File: config.mk
export PLATFORM = sky130hd
export DESIGN_NAME = src_reset_controller
export DESIGN_NICKNAME = d
export VERILOG_FILES = /design/src/pkg/src_pkg.sv /design/src/design/src_input_sync.sv /design/src/design/src_reset_controller.sv
export SDC_FILE = /design/constraint.sdc
export NUM_CORES = 1
export LEC_CHECK = 0
export BUFFER_PORTS_ARGS = -buffer_cell sky130_fd_sc_hd__buf_2
export CAP_MARGIN = 5
export CORE_MARGIN = 2
export CORE_UTILIZATION = 55
export CTS_BUF_LIST = sky130_fd_sc_hd__clkbuf_16
export CTS_CLUSTER_SIZE = 20
export DETAILED_ROUTE_END_ITERATION = 12
export HOLD_SLACK_MARGIN = 0.08
export PLACE_DENSITY = 0.86
export SETUP_SLACK_MARGIN = 0.4
export SYNTH_ARGS = -nofsm -noshare
export SYNTH_HDL_FRONTEND = slang
export SYNTH_SLANG_ARGS = --single-unit
File: constraint.sdc
create_clock -name clock_i -period 3.9 [get_ports clock_i]
set_input_delay 0.585 -clock clock_i [delete_from_list [all_inputs] [get_ports clock_i]]
set_output_delay 0.585 -clock clock_i [all_outputs]
set_load 0.05 [all_outputs]
File: src/pkg/src_pkg.sv
// Shared constants and types of the system reset controller
package src_pkg;

	// System clock
	localparam int unsigned CLK_PERIOD_NS = 5;

	// Power-on settle delay before the internal reset is released
	localparam int unsigned POR_DELAY_NS = 20000;
	localparam int unsigned POR_DELAY_CYCLES =
		(POR_DELAY_NS + CLK_PERIOD_NS - 1) / CLK_PERIOD_NS;

	// Least low time on the manual reset pin that is taken as a reset
	localparam int unsigned PIN_MIN_PULSE_NS = 100;
	localparam int unsigned PIN_MIN_PULSE_CYCLES =
		(PIN_MIN_PULSE_NS + CLK_PERIOD_NS - 1) / CLK_PERIOD_NS;

	// Least length of a system reset and of a local wake reset
	localparam int unsigned SYS_HOLD_NS = 80;
	localparam int unsigned SYS_HOLD_CYCLES =
		(SYS_HOLD_NS + CLK_PERIOD_NS - 1) / CLK_PERIOD_NS;
	localparam int unsigned LOCAL_HOLD_NS = 80;
	localparam int unsigned LOCAL_HOLD_CYCLES =
		(LOCAL_HOLD_NS + CLK_PERIOD_NS - 1) / CLK_PERIOD_NS;

	// Watchdog tick period in system clocks
	localparam int unsigned WDOG_TICK_DEFAULT = 131072;
	localparam int unsigned WDOG_WIDTH = 8;
	localparam logic [7:0] WDOG_RESET_VAL = 8'h00;
	localparam logic [7:0] WDOG_MAX = 8'hff;

	// Watchdog and reset control register layout
	localparam int unsigned CTRL_SW_RESET_BIT = 0;
	localparam int unsigned CTRL_WDOG_RST_EN_BIT = 1;
	localparam logic [7:0] CTRL_WRITE_MASK = 8'h03;
	localparam logic [7:0] CTRL_RESET_VAL = 8'h00;

	// Registers cleared only by power-on or shutdown wake
	localparam logic [7:0] HOLD_RESET_VAL = 8'h00;
	localparam logic CODE_OFFSET_RESET_VAL = 1'b0;

	// Source of the last reset
	localparam logic [2:0] CAUSE_POWER_ON = 3'h0;
	localparam logic [2:0] CAUSE_PIN = 3'h1;
	localparam logic [2:0] CAUSE_SOFTWARE = 3'h2;
	localparam logic [2:0] CAUSE_WATCHDOG = 3'h3;
	localparam logic [2:0] CAUSE_SHUTDOWN_WAKE = 3'h4;
	localparam logic [2:0] CAUSE_SLEEP_WAKE = 3'h5;

	typedef enum logic [2:0] {
		src_st_por_hold,
		src_st_run,
		src_st_sys_hold,
		src_st_wake_power,
		src_st_sleep_wait,
		src_st_local_hold
	} src_state_t;

endpackage

File: src/design/src_input_sync.sv
// Three-stage synchroniser with agreement filter for asynchronous inputs
`timescale 1ns/1ps
module src_input_sync #(
	parameter int unsigned WIDTH = 1,
	parameter logic [WIDTH-1:0] IDLE = '0
) (
	input wire logic clock_i,
	input wire logic reset_i,
	input wire logic [WIDTH-1:0] async_i,
	output logic [WIDTH-1:0] sync_o
);

	generate
		if (WIDTH < 1) begin : g_bad_width
			$error("src_input_sync: WIDTH must be at least 1");
		end
	endgenerate

	genvar gi;
	generate
		for (gi = 0; gi < WIDTH; gi++) begin : g_bit
			logic stage1;
			logic stage2;
			logic stage3;
			logic next_level;

			// Stage1 feeds stage2 only; the filter looks at stages two and three
			always_comb begin
				next_level = sync_o[gi];
				if (stage2 == stage3) begin
					next_level = stage3;
				end
			end

			always_ff @(posedge clock_i) begin
				if (reset_i) begin
					stage1 <= IDLE[gi];
					stage2 <= IDLE[gi];
					stage3 <= IDLE[gi];
					sync_o[gi] <= IDLE[gi];
				end else begin
					stage1 <= async_i[gi];
					stage2 <= stage1;
					stage3 <= stage2;
					sync_o[gi] <= next_level;
				end
			end
		end
	endgenerate

endmodule

File: src/design/src_reset_controller.sv
// System reset controller: combines six reset sources into system and local resets
`timescale 1ns/1ps
module src_reset_controller import src_pkg::*; #(
	parameter int unsigned POR_HOLD_CYCLES = POR_DELAY_CYCLES,
	parameter int unsigned WDOG_TICK_CYCLES = WDOG_TICK_DEFAULT,
	parameter int unsigned PIN_MIN_CYCLES = PIN_MIN_PULSE_CYCLES
) (
	input wire logic clock_i,
	input wire logic reset_i,
	input wire logic reset_n_pin_i,
	input wire logic pin_reset_enable_i,
	input wire logic ctrl_write_i,
	input wire logic [7:0] ctrl_wdata_i,
	input wire logic wdog_write_i,
	input wire logic [7:0] wdog_wdata_i,
	input wire logic hold_write_i,
	input wire logic [7:0] hold_wdata_i,
	input wire logic code_offset_write_i,
	input wire logic code_offset_wdata_i,
	input wire logic shutdown_mode_i,
	input wire logic sleep_mode_i,
	input wire logic wake_i,
	input wire logic aux_power_ready_i,
	output logic system_reset_o,
	output logic retained_key_reset_o,
	output logic regen_reset_o,
	output logic volatile_reset_o,
	output logic [7:0] ctrl_o,
	output logic [7:0] wdog_count_o,
	output logic [7:0] reset_hold_o,
	output logic code_offset_o,
	output logic [2:0] reset_cause_o
);

	////////////////////////////////////////////////////////////////////////////////
	// Widths and elaboration checks

	localparam int unsigned HOLD_MAX0 =
		(POR_HOLD_CYCLES > SYS_HOLD_CYCLES) ? POR_HOLD_CYCLES : SYS_HOLD_CYCLES;
	localparam int unsigned HOLD_MAX =
		(HOLD_MAX0 > LOCAL_HOLD_CYCLES) ? HOLD_MAX0 : LOCAL_HOLD_CYCLES;
	localparam int unsigned HOLD_W = $clog2(HOLD_MAX + 1);
	localparam int unsigned TICK_W = (WDOG_TICK_CYCLES > 1) ? $clog2(WDOG_TICK_CYCLES) : 1;
	localparam int unsigned PIN_W = $clog2(PIN_MIN_CYCLES + 1);

	generate
		if (POR_HOLD_CYCLES < 1 || WDOG_TICK_CYCLES < 2 || PIN_MIN_CYCLES < 1) begin : g_bad
			$error("src_reset_controller: hold, tick and pin counts must be positive");
		end
	endgenerate

	localparam logic [HOLD_W-1:0] POR_LAST = HOLD_W'(POR_HOLD_CYCLES - 1);
	localparam logic [HOLD_W-1:0] SYS_LAST = HOLD_W'(SYS_HOLD_CYCLES - 1);
	localparam logic [HOLD_W-1:0] LOCAL_LAST = HOLD_W'(LOCAL_HOLD_CYCLES - 1);
	localparam logic [HOLD_W-1:0] HOLD_ZERO = '0;
	localparam logic [HOLD_W-1:0] HOLD_ONE = HOLD_W'(1);
	localparam logic [TICK_W-1:0] TICK_LAST = TICK_W'(WDOG_TICK_CYCLES - 1);
	localparam logic [TICK_W-1:0] TICK_ZERO = '0;
	localparam logic [TICK_W-1:0] TICK_ONE = TICK_W'(1);
	localparam logic [PIN_W-1:0] PIN_FULL = PIN_W'(PIN_MIN_CYCLES);
	localparam logic [PIN_W-1:0] PIN_ZERO = '0;
	localparam logic [PIN_W-1:0] PIN_ONE = PIN_W'(1);

	////////////////////////////////////////////////////////////////////////////////
	// Pin synchronisation

	logic [2:0] async_in;
	logic [2:0] sync_in;
	logic pin_n_sync;
	logic wake_sync;
	logic power_ready_sync;

	assign async_in = {aux_power_ready_i, wake_i, reset_n_pin_i};

	// Pin idles high, wake and ready idle low
	src_input_sync #(
		.WIDTH(3),
		.IDLE(3'h1)
	) u_sync (
		.clock_i(clock_i),
		.reset_i(reset_i),
		.async_i(async_in),
		.sync_o(sync_in)
	);

	assign pin_n_sync = sync_in[0];
	assign wake_sync = sync_in[1];
	assign power_ready_sync = sync_in[2];

	////////////////////////////////////////////////////////////////////////////////
	// Manual pin pulse-width filter

	logic [PIN_W-1:0] pin_count;
	logic [PIN_W-1:0] next_pin_count;
	logic pin_trigger;

	always_comb begin
		next_pin_count = PIN_ZERO;
		if (!pin_n_sync) begin
			next_pin_count = (pin_count == PIN_FULL) ? PIN_FULL : pin_count + PIN_ONE;
		end
	end

	// Short glitches never reach the full count, so they are ignored
	assign pin_trigger = pin_reset_enable_i && (pin_count == PIN_FULL);

	always_ff @(posedge clock_i) begin
		if (reset_i) begin
			pin_count <= PIN_ZERO;
		end else begin
			pin_count <= next_pin_count;
		end
	end

	////////////////////////////////////////////////////////////////////////////////
	// Sequencer

	src_state_t state;
	src_state_t next_state;
	logic [HOLD_W-1:0] hold_count;
	logic [HOLD_W-1:0] next_hold_count;
	logic [2:0] next_reset_cause;
	logic [TICK_W-1:0] tick_count;
	logic wdog_overflow;
	logic wdog_trigger;
	logic sw_trigger;
	logic shutdown_wake;
	logic sleep_wake;

	assign sw_trigger = ctrl_o[CTRL_SW_RESET_BIT];
	assign wdog_overflow = (tick_count == TICK_LAST) && (wdog_count_o == WDOG_MAX);
	assign wdog_trigger = ctrl_o[CTRL_WDOG_RST_EN_BIT] && wdog_overflow;
	assign shutdown_wake = wake_sync && shutdown_mode_i;
	assign sleep_wake = wake_sync && sleep_mode_i && !shutdown_mode_i;

	always_comb begin
		next_state = state;
		next_hold_count = hold_count + HOLD_ONE;
		next_reset_cause = reset_cause_o;
		unique case (state)
			src_st_por_hold: begin
				if (hold_count == POR_LAST) begin
					next_state = src_st_run;
					next_hold_count = HOLD_ZERO;
				end
			end
			src_st_run: begin
				next_hold_count = HOLD_ZERO;
				// Direct system causes outrank the wake paths
				if (pin_trigger) begin
					next_state = src_st_sys_hold;
					next_reset_cause = CAUSE_PIN;
				end else if (sw_trigger) begin
					next_state = src_st_sys_hold;
					next_reset_cause = CAUSE_SOFTWARE;
				end else if (wdog_trigger) begin
					next_state = src_st_sys_hold;
					next_reset_cause = CAUSE_WATCHDOG;
				end else if (shutdown_wake) begin
					next_state = src_st_wake_power;
					next_reset_cause = CAUSE_SHUTDOWN_WAKE;
				end else if (sleep_wake) begin
					next_state = src_st_sleep_wait;
					next_reset_cause = CAUSE_SLEEP_WAKE;
				end
			end
			src_st_sys_hold: begin
				// A pin still held low with pin reset enabled keeps the system in reset
				if (hold_count >= SYS_LAST) begin
					next_hold_count = SYS_LAST;
					if (!(pin_reset_enable_i && !pin_n_sync)) begin
						next_state = src_st_run;
						next_hold_count = HOLD_ZERO;
					end
				end
			end
			src_st_wake_power: begin
				next_hold_count = HOLD_ZERO;
				// Wake steps first, then the same path as power-on
				if (power_ready_sync) begin
					next_state = src_st_por_hold;
				end
			end
			src_st_sleep_wait: begin
				next_hold_count = HOLD_ZERO;
				if (power_ready_sync) begin
					next_state = src_st_local_hold;
				end
			end
			src_st_local_hold: begin
				if (hold_count == LOCAL_LAST) begin
					next_state = src_st_run;
					next_hold_count = HOLD_ZERO;
				end
			end
		endcase
	end

	// Reset domains follow the next state so every output flips on one edge
	logic next_system_reset;
	logic next_local_reset;

	always_comb begin
		next_system_reset = (next_state == src_st_por_hold) ||
			(next_state == src_st_sys_hold) || (next_state == src_st_wake_power);
		next_local_reset = (next_state == src_st_sleep_wait) ||
			(next_state == src_st_local_hold);
	end

	always_ff @(posedge clock_i) begin
		if (reset_i) begin
			state <= src_st_por_hold;
			hold_count <= HOLD_ZERO;
			reset_cause_o <= CAUSE_POWER_ON;
			system_reset_o <= 1'b1;
			retained_key_reset_o <= 1'b1;
			regen_reset_o <= 1'b1;
			volatile_reset_o <= 1'b1;
		end else begin
			state <= next_state;
			hold_count <= next_hold_count;
			reset_cause_o <= next_reset_cause;
			system_reset_o <= next_system_reset;
			retained_key_reset_o <= next_system_reset;
			regen_reset_o <= next_system_reset || next_local_reset;
			volatile_reset_o <= next_system_reset || next_local_reset;
		end
	end

	////////////////////////////////////////////////////////////////////////////////
	// Watchdog and control register

	logic [TICK_W-1:0] next_tick_count;
	logic [7:0] next_wdog_count;
	logic [7:0] next_ctrl;
	logic in_system_reset;

	assign in_system_reset = (state == src_st_por_hold) || (state == src_st_sys_hold) ||
		(state == src_st_wake_power);

	always_comb begin
		next_tick_count = tick_count;
		next_wdog_count = wdog_count_o;
		next_ctrl = ctrl_o;
		if (in_system_reset || next_system_reset) begin
			// Leaving run for a system reset also drops the software bit
			next_tick_count = TICK_ZERO;
			next_wdog_count = WDOG_RESET_VAL;
			next_ctrl = CTRL_RESET_VAL;
		end else if (state == src_st_run) begin
			next_tick_count = (tick_count == TICK_LAST) ? TICK_ZERO : tick_count + TICK_ONE;
			if (tick_count == TICK_LAST) begin
				next_wdog_count = wdog_count_o + 8'h01;
			end
			if (wdog_write_i) begin
				next_wdog_count = wdog_wdata_i;
			end
			if (ctrl_write_i) begin
				next_ctrl = ctrl_wdata_i & CTRL_WRITE_MASK;
			end
		end
	end

	always_ff @(posedge clock_i) begin
		if (reset_i) begin
			tick_count <= TICK_ZERO;
			wdog_count_o <= WDOG_RESET_VAL;
			ctrl_o <= CTRL_RESET_VAL;
		end else begin
			tick_count <= next_tick_count;
			wdog_count_o <= next_wdog_count;
			ctrl_o <= next_ctrl;
		end
	end

	////////////////////////////////////////////////////////////////////////////////
	// Registers kept across all but power-on and shutdown-wake resets

	logic [7:0] next_reset_hold;
	logic next_code_offset;

	always_comb begin
		next_reset_hold = reset_hold_o;
		next_code_offset = code_offset_o;
		if (state == src_st_por_hold) begin
			next_reset_hold = HOLD_RESET_VAL;
			next_code_offset = CODE_OFFSET_RESET_VAL;
		end else begin
			if (hold_write_i) begin
				next_reset_hold = hold_wdata_i;
			end
			if (code_offset_write_i) begin
				next_code_offset = code_offset_wdata_i;
			end
		end
	end

	always_ff @(posedge clock_i) begin
		if (reset_i) begin
			reset_hold_o <= HOLD_RESET_VAL;
			code_offset_o <= CODE_OFFSET_RESET_VAL;
		end else begin
			reset_hold_o <= next_reset_hold;
			code_offset_o <= next_code_offset;
		end
	end

endmodule

==> impl_metrics.ini <==
[synth]
per_instance_average_area_after_synthesis_sq_um = 8.720
yosys-top-cells-area = sky130_fd_sc_hd__dfxtp_1 40%, sky130_fd_sc_hd__nor2_1 4.4%, sky130_fd_sc_hd__xnor2_1 3.8%, sky130_fd_sc_hd__nand2_1 3.4%, sky130_fd_sc_hd__a211oi_1 3.1%
ys.warnings.count = 0
post_synth_edffs = 0
synth-async-reset-ratio_pct = 0
synth.lib_cells_used.distinct = 63
synthDominantCellAreaShare_pct = 40.00
synth_seq_area_share_pct = 40.00
syn_inst = 419
syn-cell-area_sq_mm = 0.003654
synth.ff_latch_count = 73
largest_area_contributor_in_the_netlist = sky130_fd_sc_hd__dfxtp_1
postSynth.topFlopCell = sky130_fd_sc_hd__dfxtp_1

[clocking]
ctsHtreeMaxLevel = 3
number_of_cts_inserted_buffers = 9
tritoncts_num_sinks = 73
cts_tree = done
clk_pin_slew_ns = 0.05
ctsRootBufferMaster = sky130_fd_sc_hd__clkbuf_16
cts_buffer_depth = 2
clock_latency_at_the_later_pin_of_the_worst_skew_pair_ns = 0.33
cts-hold-fix-buffers = 0

[placed_design]
post-dp-hpwl_microns = 5574
placed_cells_incl_taps = 528
io_buffers = 56
placed_cell_area_sq_mm = 0.003896
placer_congestion_estimate = 0.8647

[finish]
num-nets-final = 505
drive_above_1_share_pct = 18.88
areaGrowthSynthToFinish_pct = 14.28
antennaDiodeCount = 0
fill_cells = 528
stdcell_count = 543
fin_area_sq_mm = 0.004175

[worst_setup_path]
timing.critical_path.required_ns = 4.10
cpPeakStageDelay_ns = 0.64
critical_path_arrival_ns = 3.40
cp_max_fo = 29
critical_path_buf_inv_count = 1
critPathTopFamily = compound AO/OA/AOI/OAI gates
r2r_cells = 10
crit_path_kind = reg -> reg
critical_path.endpoint_type = flip-flop
setup_slack_on_the_worst_flop_to_flop_path_ns = 0.70
critPathSlowestCell = sky130_fd_sc_hd__a221o_2
worstSetupPathDepth = 10
crit_path_cell_trace = and4_1 > nand4_1 > nor2_1 > ha_1 > buf_4 > and4_1 > a31oi_1 > nand4_1 > a221o_2 > a2111oi_0
setup.worst_path.start_class = flip-flop

[timing]
final-max-slew-violation-count = 0
setup-violations-final = 0
worst_max_slew_margin_expressed_relative_to_the_limit_pct = 50.65
fmax_mhz = 312.7
timing.setup.tns_ns = 0
clock_skew_ns = 0.006814
timing_worst_slew_pin_value_ns = 0.7402
timing.hold.ws_ns = 0.4104
finalHoldViolations = 0
unrepaired_setup_endpoints_after_global_routing = no
final.period_utilization_pct = 82.00
timing.final.crit_period_ns = 3.198

[route]
drt_wl_total_microns = 8470
avgViaCountPerCell = 6.046
route.detailed.wl_per_inst_microns = 15.60
vias = 3283
drc = 0
drt_first_pass_iters = 5
dr.first_iter.drc_count = 251
drtAntennaViolNets = 0

[worst_hold_path]
min_path_type = reg -> reg
worst_hold_path.num_cells = 1

[global_routing]
grt_util_all_layers_pct = 23.60
antenna_found_initial = 0
pin_count_of_the_biggest_net_entering_global_routing = 30
grt_overflow = 0
grt_pass1_wl_microns = 13940
via_count_of_the_first_global_routing_pass = 3068

[power_and_ir_drop]
worst_ir_drop_vdd_mv = 0.2766
cellLeakagePower_uw = 0.001633
power.density_cell_area_mw_per_mm2 = 433.9

[die]
die_height_microns = 85.50
fp.dieArea_sq_mm = 0.007310
core_area_sq_mm = 0.006386
floorplan.die.width_microns = 85.50
io_pins = 69
effective_utilization_at_floorplan_pct = 57.21
floorplan.rows = 29

[run]
drv_cap = 0

[run_status]
run_status = finished, final reports clean
==> cell families after synthesis <==
kind of cell	after synthesis	share of synthesized area, %
AO/OA/AOI/OAI	96	19.21
XOR/XNOR	25	5.993
adder cells (fa/ha/maj)	6	2.055
buffers and inverters	43	6.027
flip-flops	73	40.00
multiplexers	11	3.048
other	1	0.1026
AND/OR/NAND/NOR	164	23.56
==> path summary, 6_finish.rpt <==
| check | startpoint | to |
|---|---|---|
| setup / recovery | tick_count[8]$_SDFFE_PP0P_ | tick_count[9]$_SDFFE_PP0P_ |
| hold / removal | u_sync.g_bit[0].stage1$_SDFF_PP1_ | u_sync.g_bit[0].stage2$_SDFF_PP1_ |
| setup reg to reg | tick_count[8]$_SDFFE_PP0P_ | tick_count[9]$_SDFFE_PP0P_ |
| hold reg to reg | u_sync.g_bit[0].stage1$_SDFF_PP1_ | u_sync.g_bit[0].stage2$_SDFF_PP1_ |
==> layer usage <==
layer / GRT usage [%] / wire length, microns
met5: 0 / 0
met1: 30.12 / 3738
met4: 9.812 / 153
met3: 5.101 / 466
met2: 38.78 / 4111
==> sequential cells by signal, indices dropped and copies added, names as in the netlist <==
signal                cells
code_offset_o             1
ctrl_o                    2
hold_count               12
pin_count                 5
reset_cause_o             3
reset_hold_o              8
retained_key_reset_o      1
state                     3
tick_count               17
u_sync.g_bit.stage1       3
u_sync.g_bit.stage2       3
u_sync.g_bit.stage3       3
u_sync.sync_o             3
volatile_reset_o          1
wdog_count_o              8
==> layout by cell type (no fill, tap or decap), drive strengths merged, types with 12 or more instances in the layout <==
cell type	netlist	routed
nand3	14	14
dfxtp	73	73
buf	17	60
nand2	33	33
o21ai	14	14
nor2	43	43
inv	10	12
a21oi	18	18
xnor2	16	16
a211oi	15	15
==> where the power goes <==
part           switching (uW)  internal (uW)
Combinational             177           71.4
Clock                     290            483
Sequential               23.0            768
==> worst register-to-register path, cell delays in order (launching register included) <==
cell and delay (ns):
sky130_fd_sc_hd__dfxtp_1 0.34, sky130_fd_sc_hd__and4_1 0.23, sky130_fd_sc_hd__nand4_1 0.15, sky130_fd_sc_hd__nor2_1 0.08, sky130_fd_sc_hd__ha_1 0.17, sky130_fd_sc_hd__buf_4 0.17
sky130_fd_sc_hd__and4_1 0.27, sky130_fd_sc_hd__a31oi_1 0.37, sky130_fd_sc_hd__nand4_1 0.15, sky130_fd_sc_hd__a221o_2 0.64, sky130_fd_sc_hd__a2111oi_0 0.50
==> stage by stage <==
stage | total power, uW | util (%) | setup slack [ns]
finish | 1812 | 65.38 | 0.7022
global route | 1875 | 65.38 | 0.4038
global placement | 1041 | 61.01 | 0.7077
detailed placement | 1049 | 61.01 | 0.5771
CTS | 1816 | 65.36 | 0.5151
floorplan | 997.8 | - | 1.337
==> timing repair <==
item	4_1_cts	5_1_grt
gates resized for setup	0	1
endpoints found under the setup margin	0	30
setup buffers	0	0
==> synthesized netlist by cell type, types with 2 or more instances <==
library cell,instances
sky130_fd_sc_hd__dfxtp_1,73
sky130_fd_sc_hd__nor2_1,43
sky130_fd_sc_hd__nand2_1,33
sky130_fd_sc_hd__a21oi_1,18
sky130_fd_sc_hd__clkbuf_1,16
sky130_fd_sc_hd__xnor2_1,16
sky130_fd_sc_hd__a211oi_1,15
sky130_fd_sc_hd__nand3_1,14
sky130_fd_sc_hd__o21ai_0,13
sky130_fd_sc_hd__a2111oi_0,10
sky130_fd_sc_hd__inv_1,10
sky130_fd_sc_hd__mux2i_1,10
sky130_fd_sc_hd__nand4_1,10
sky130_fd_sc_hd__nor2b_1,9
sky130_fd_sc_hd__nor3_1,9
sky130_fd_sc_hd__xor2_1,9
sky130_fd_sc_hd__buf_4,8
sky130_fd_sc_hd__and3_1,7
sky130_fd_sc_hd__ha_1,6
sky130_fd_sc_hd__a221oi_1,5
sky130_fd_sc_hd__a31oi_1,5
sky130_fd_sc_hd__and4_1,5
sky130_fd_sc_hd__buf_2,5
sky130_fd_sc_hd__nor4_1,5
sky130_fd_sc_hd__and2_1,4
sky130_fd_sc_hd__nand2b_1,4
sky130_fd_sc_hd__or2_2,4
sky130_fd_sc_hd__or3_1,4
sky130_fd_sc_hd__a32oi_1,3
sky130_fd_sc_hd__buf_6,3
sky130_fd_sc_hd__nand3b_1,3
sky130_fd_sc_hd__o31ai_1,3
sky130_fd_sc_hd__a211o_1,2
sky130_fd_sc_hd__a21o_1,2
sky130_fd_sc_hd__a22o_1,2
sky130_fd_sc_hd__a31o_2,2
sky130_fd_sc_hd__o21bai_1,2
sky130_fd_sc_hd__or4_4,2
==> final cells by class <==
type	count	area (sq um)	area share, %
Clock inverter	6	52.55	1.259
Sequential cell	73	1461	35.00
Tap cell	77	96.34	2.307
Inverter	10	37.54	0.8990
Multi-Input combinational cell	308	1992	47.71
Timing Repair Buffer	60	310.3	7.432
Clock buffer	9	225.2	5.394
No activity file was read; power rests on OpenSTA's default activity.
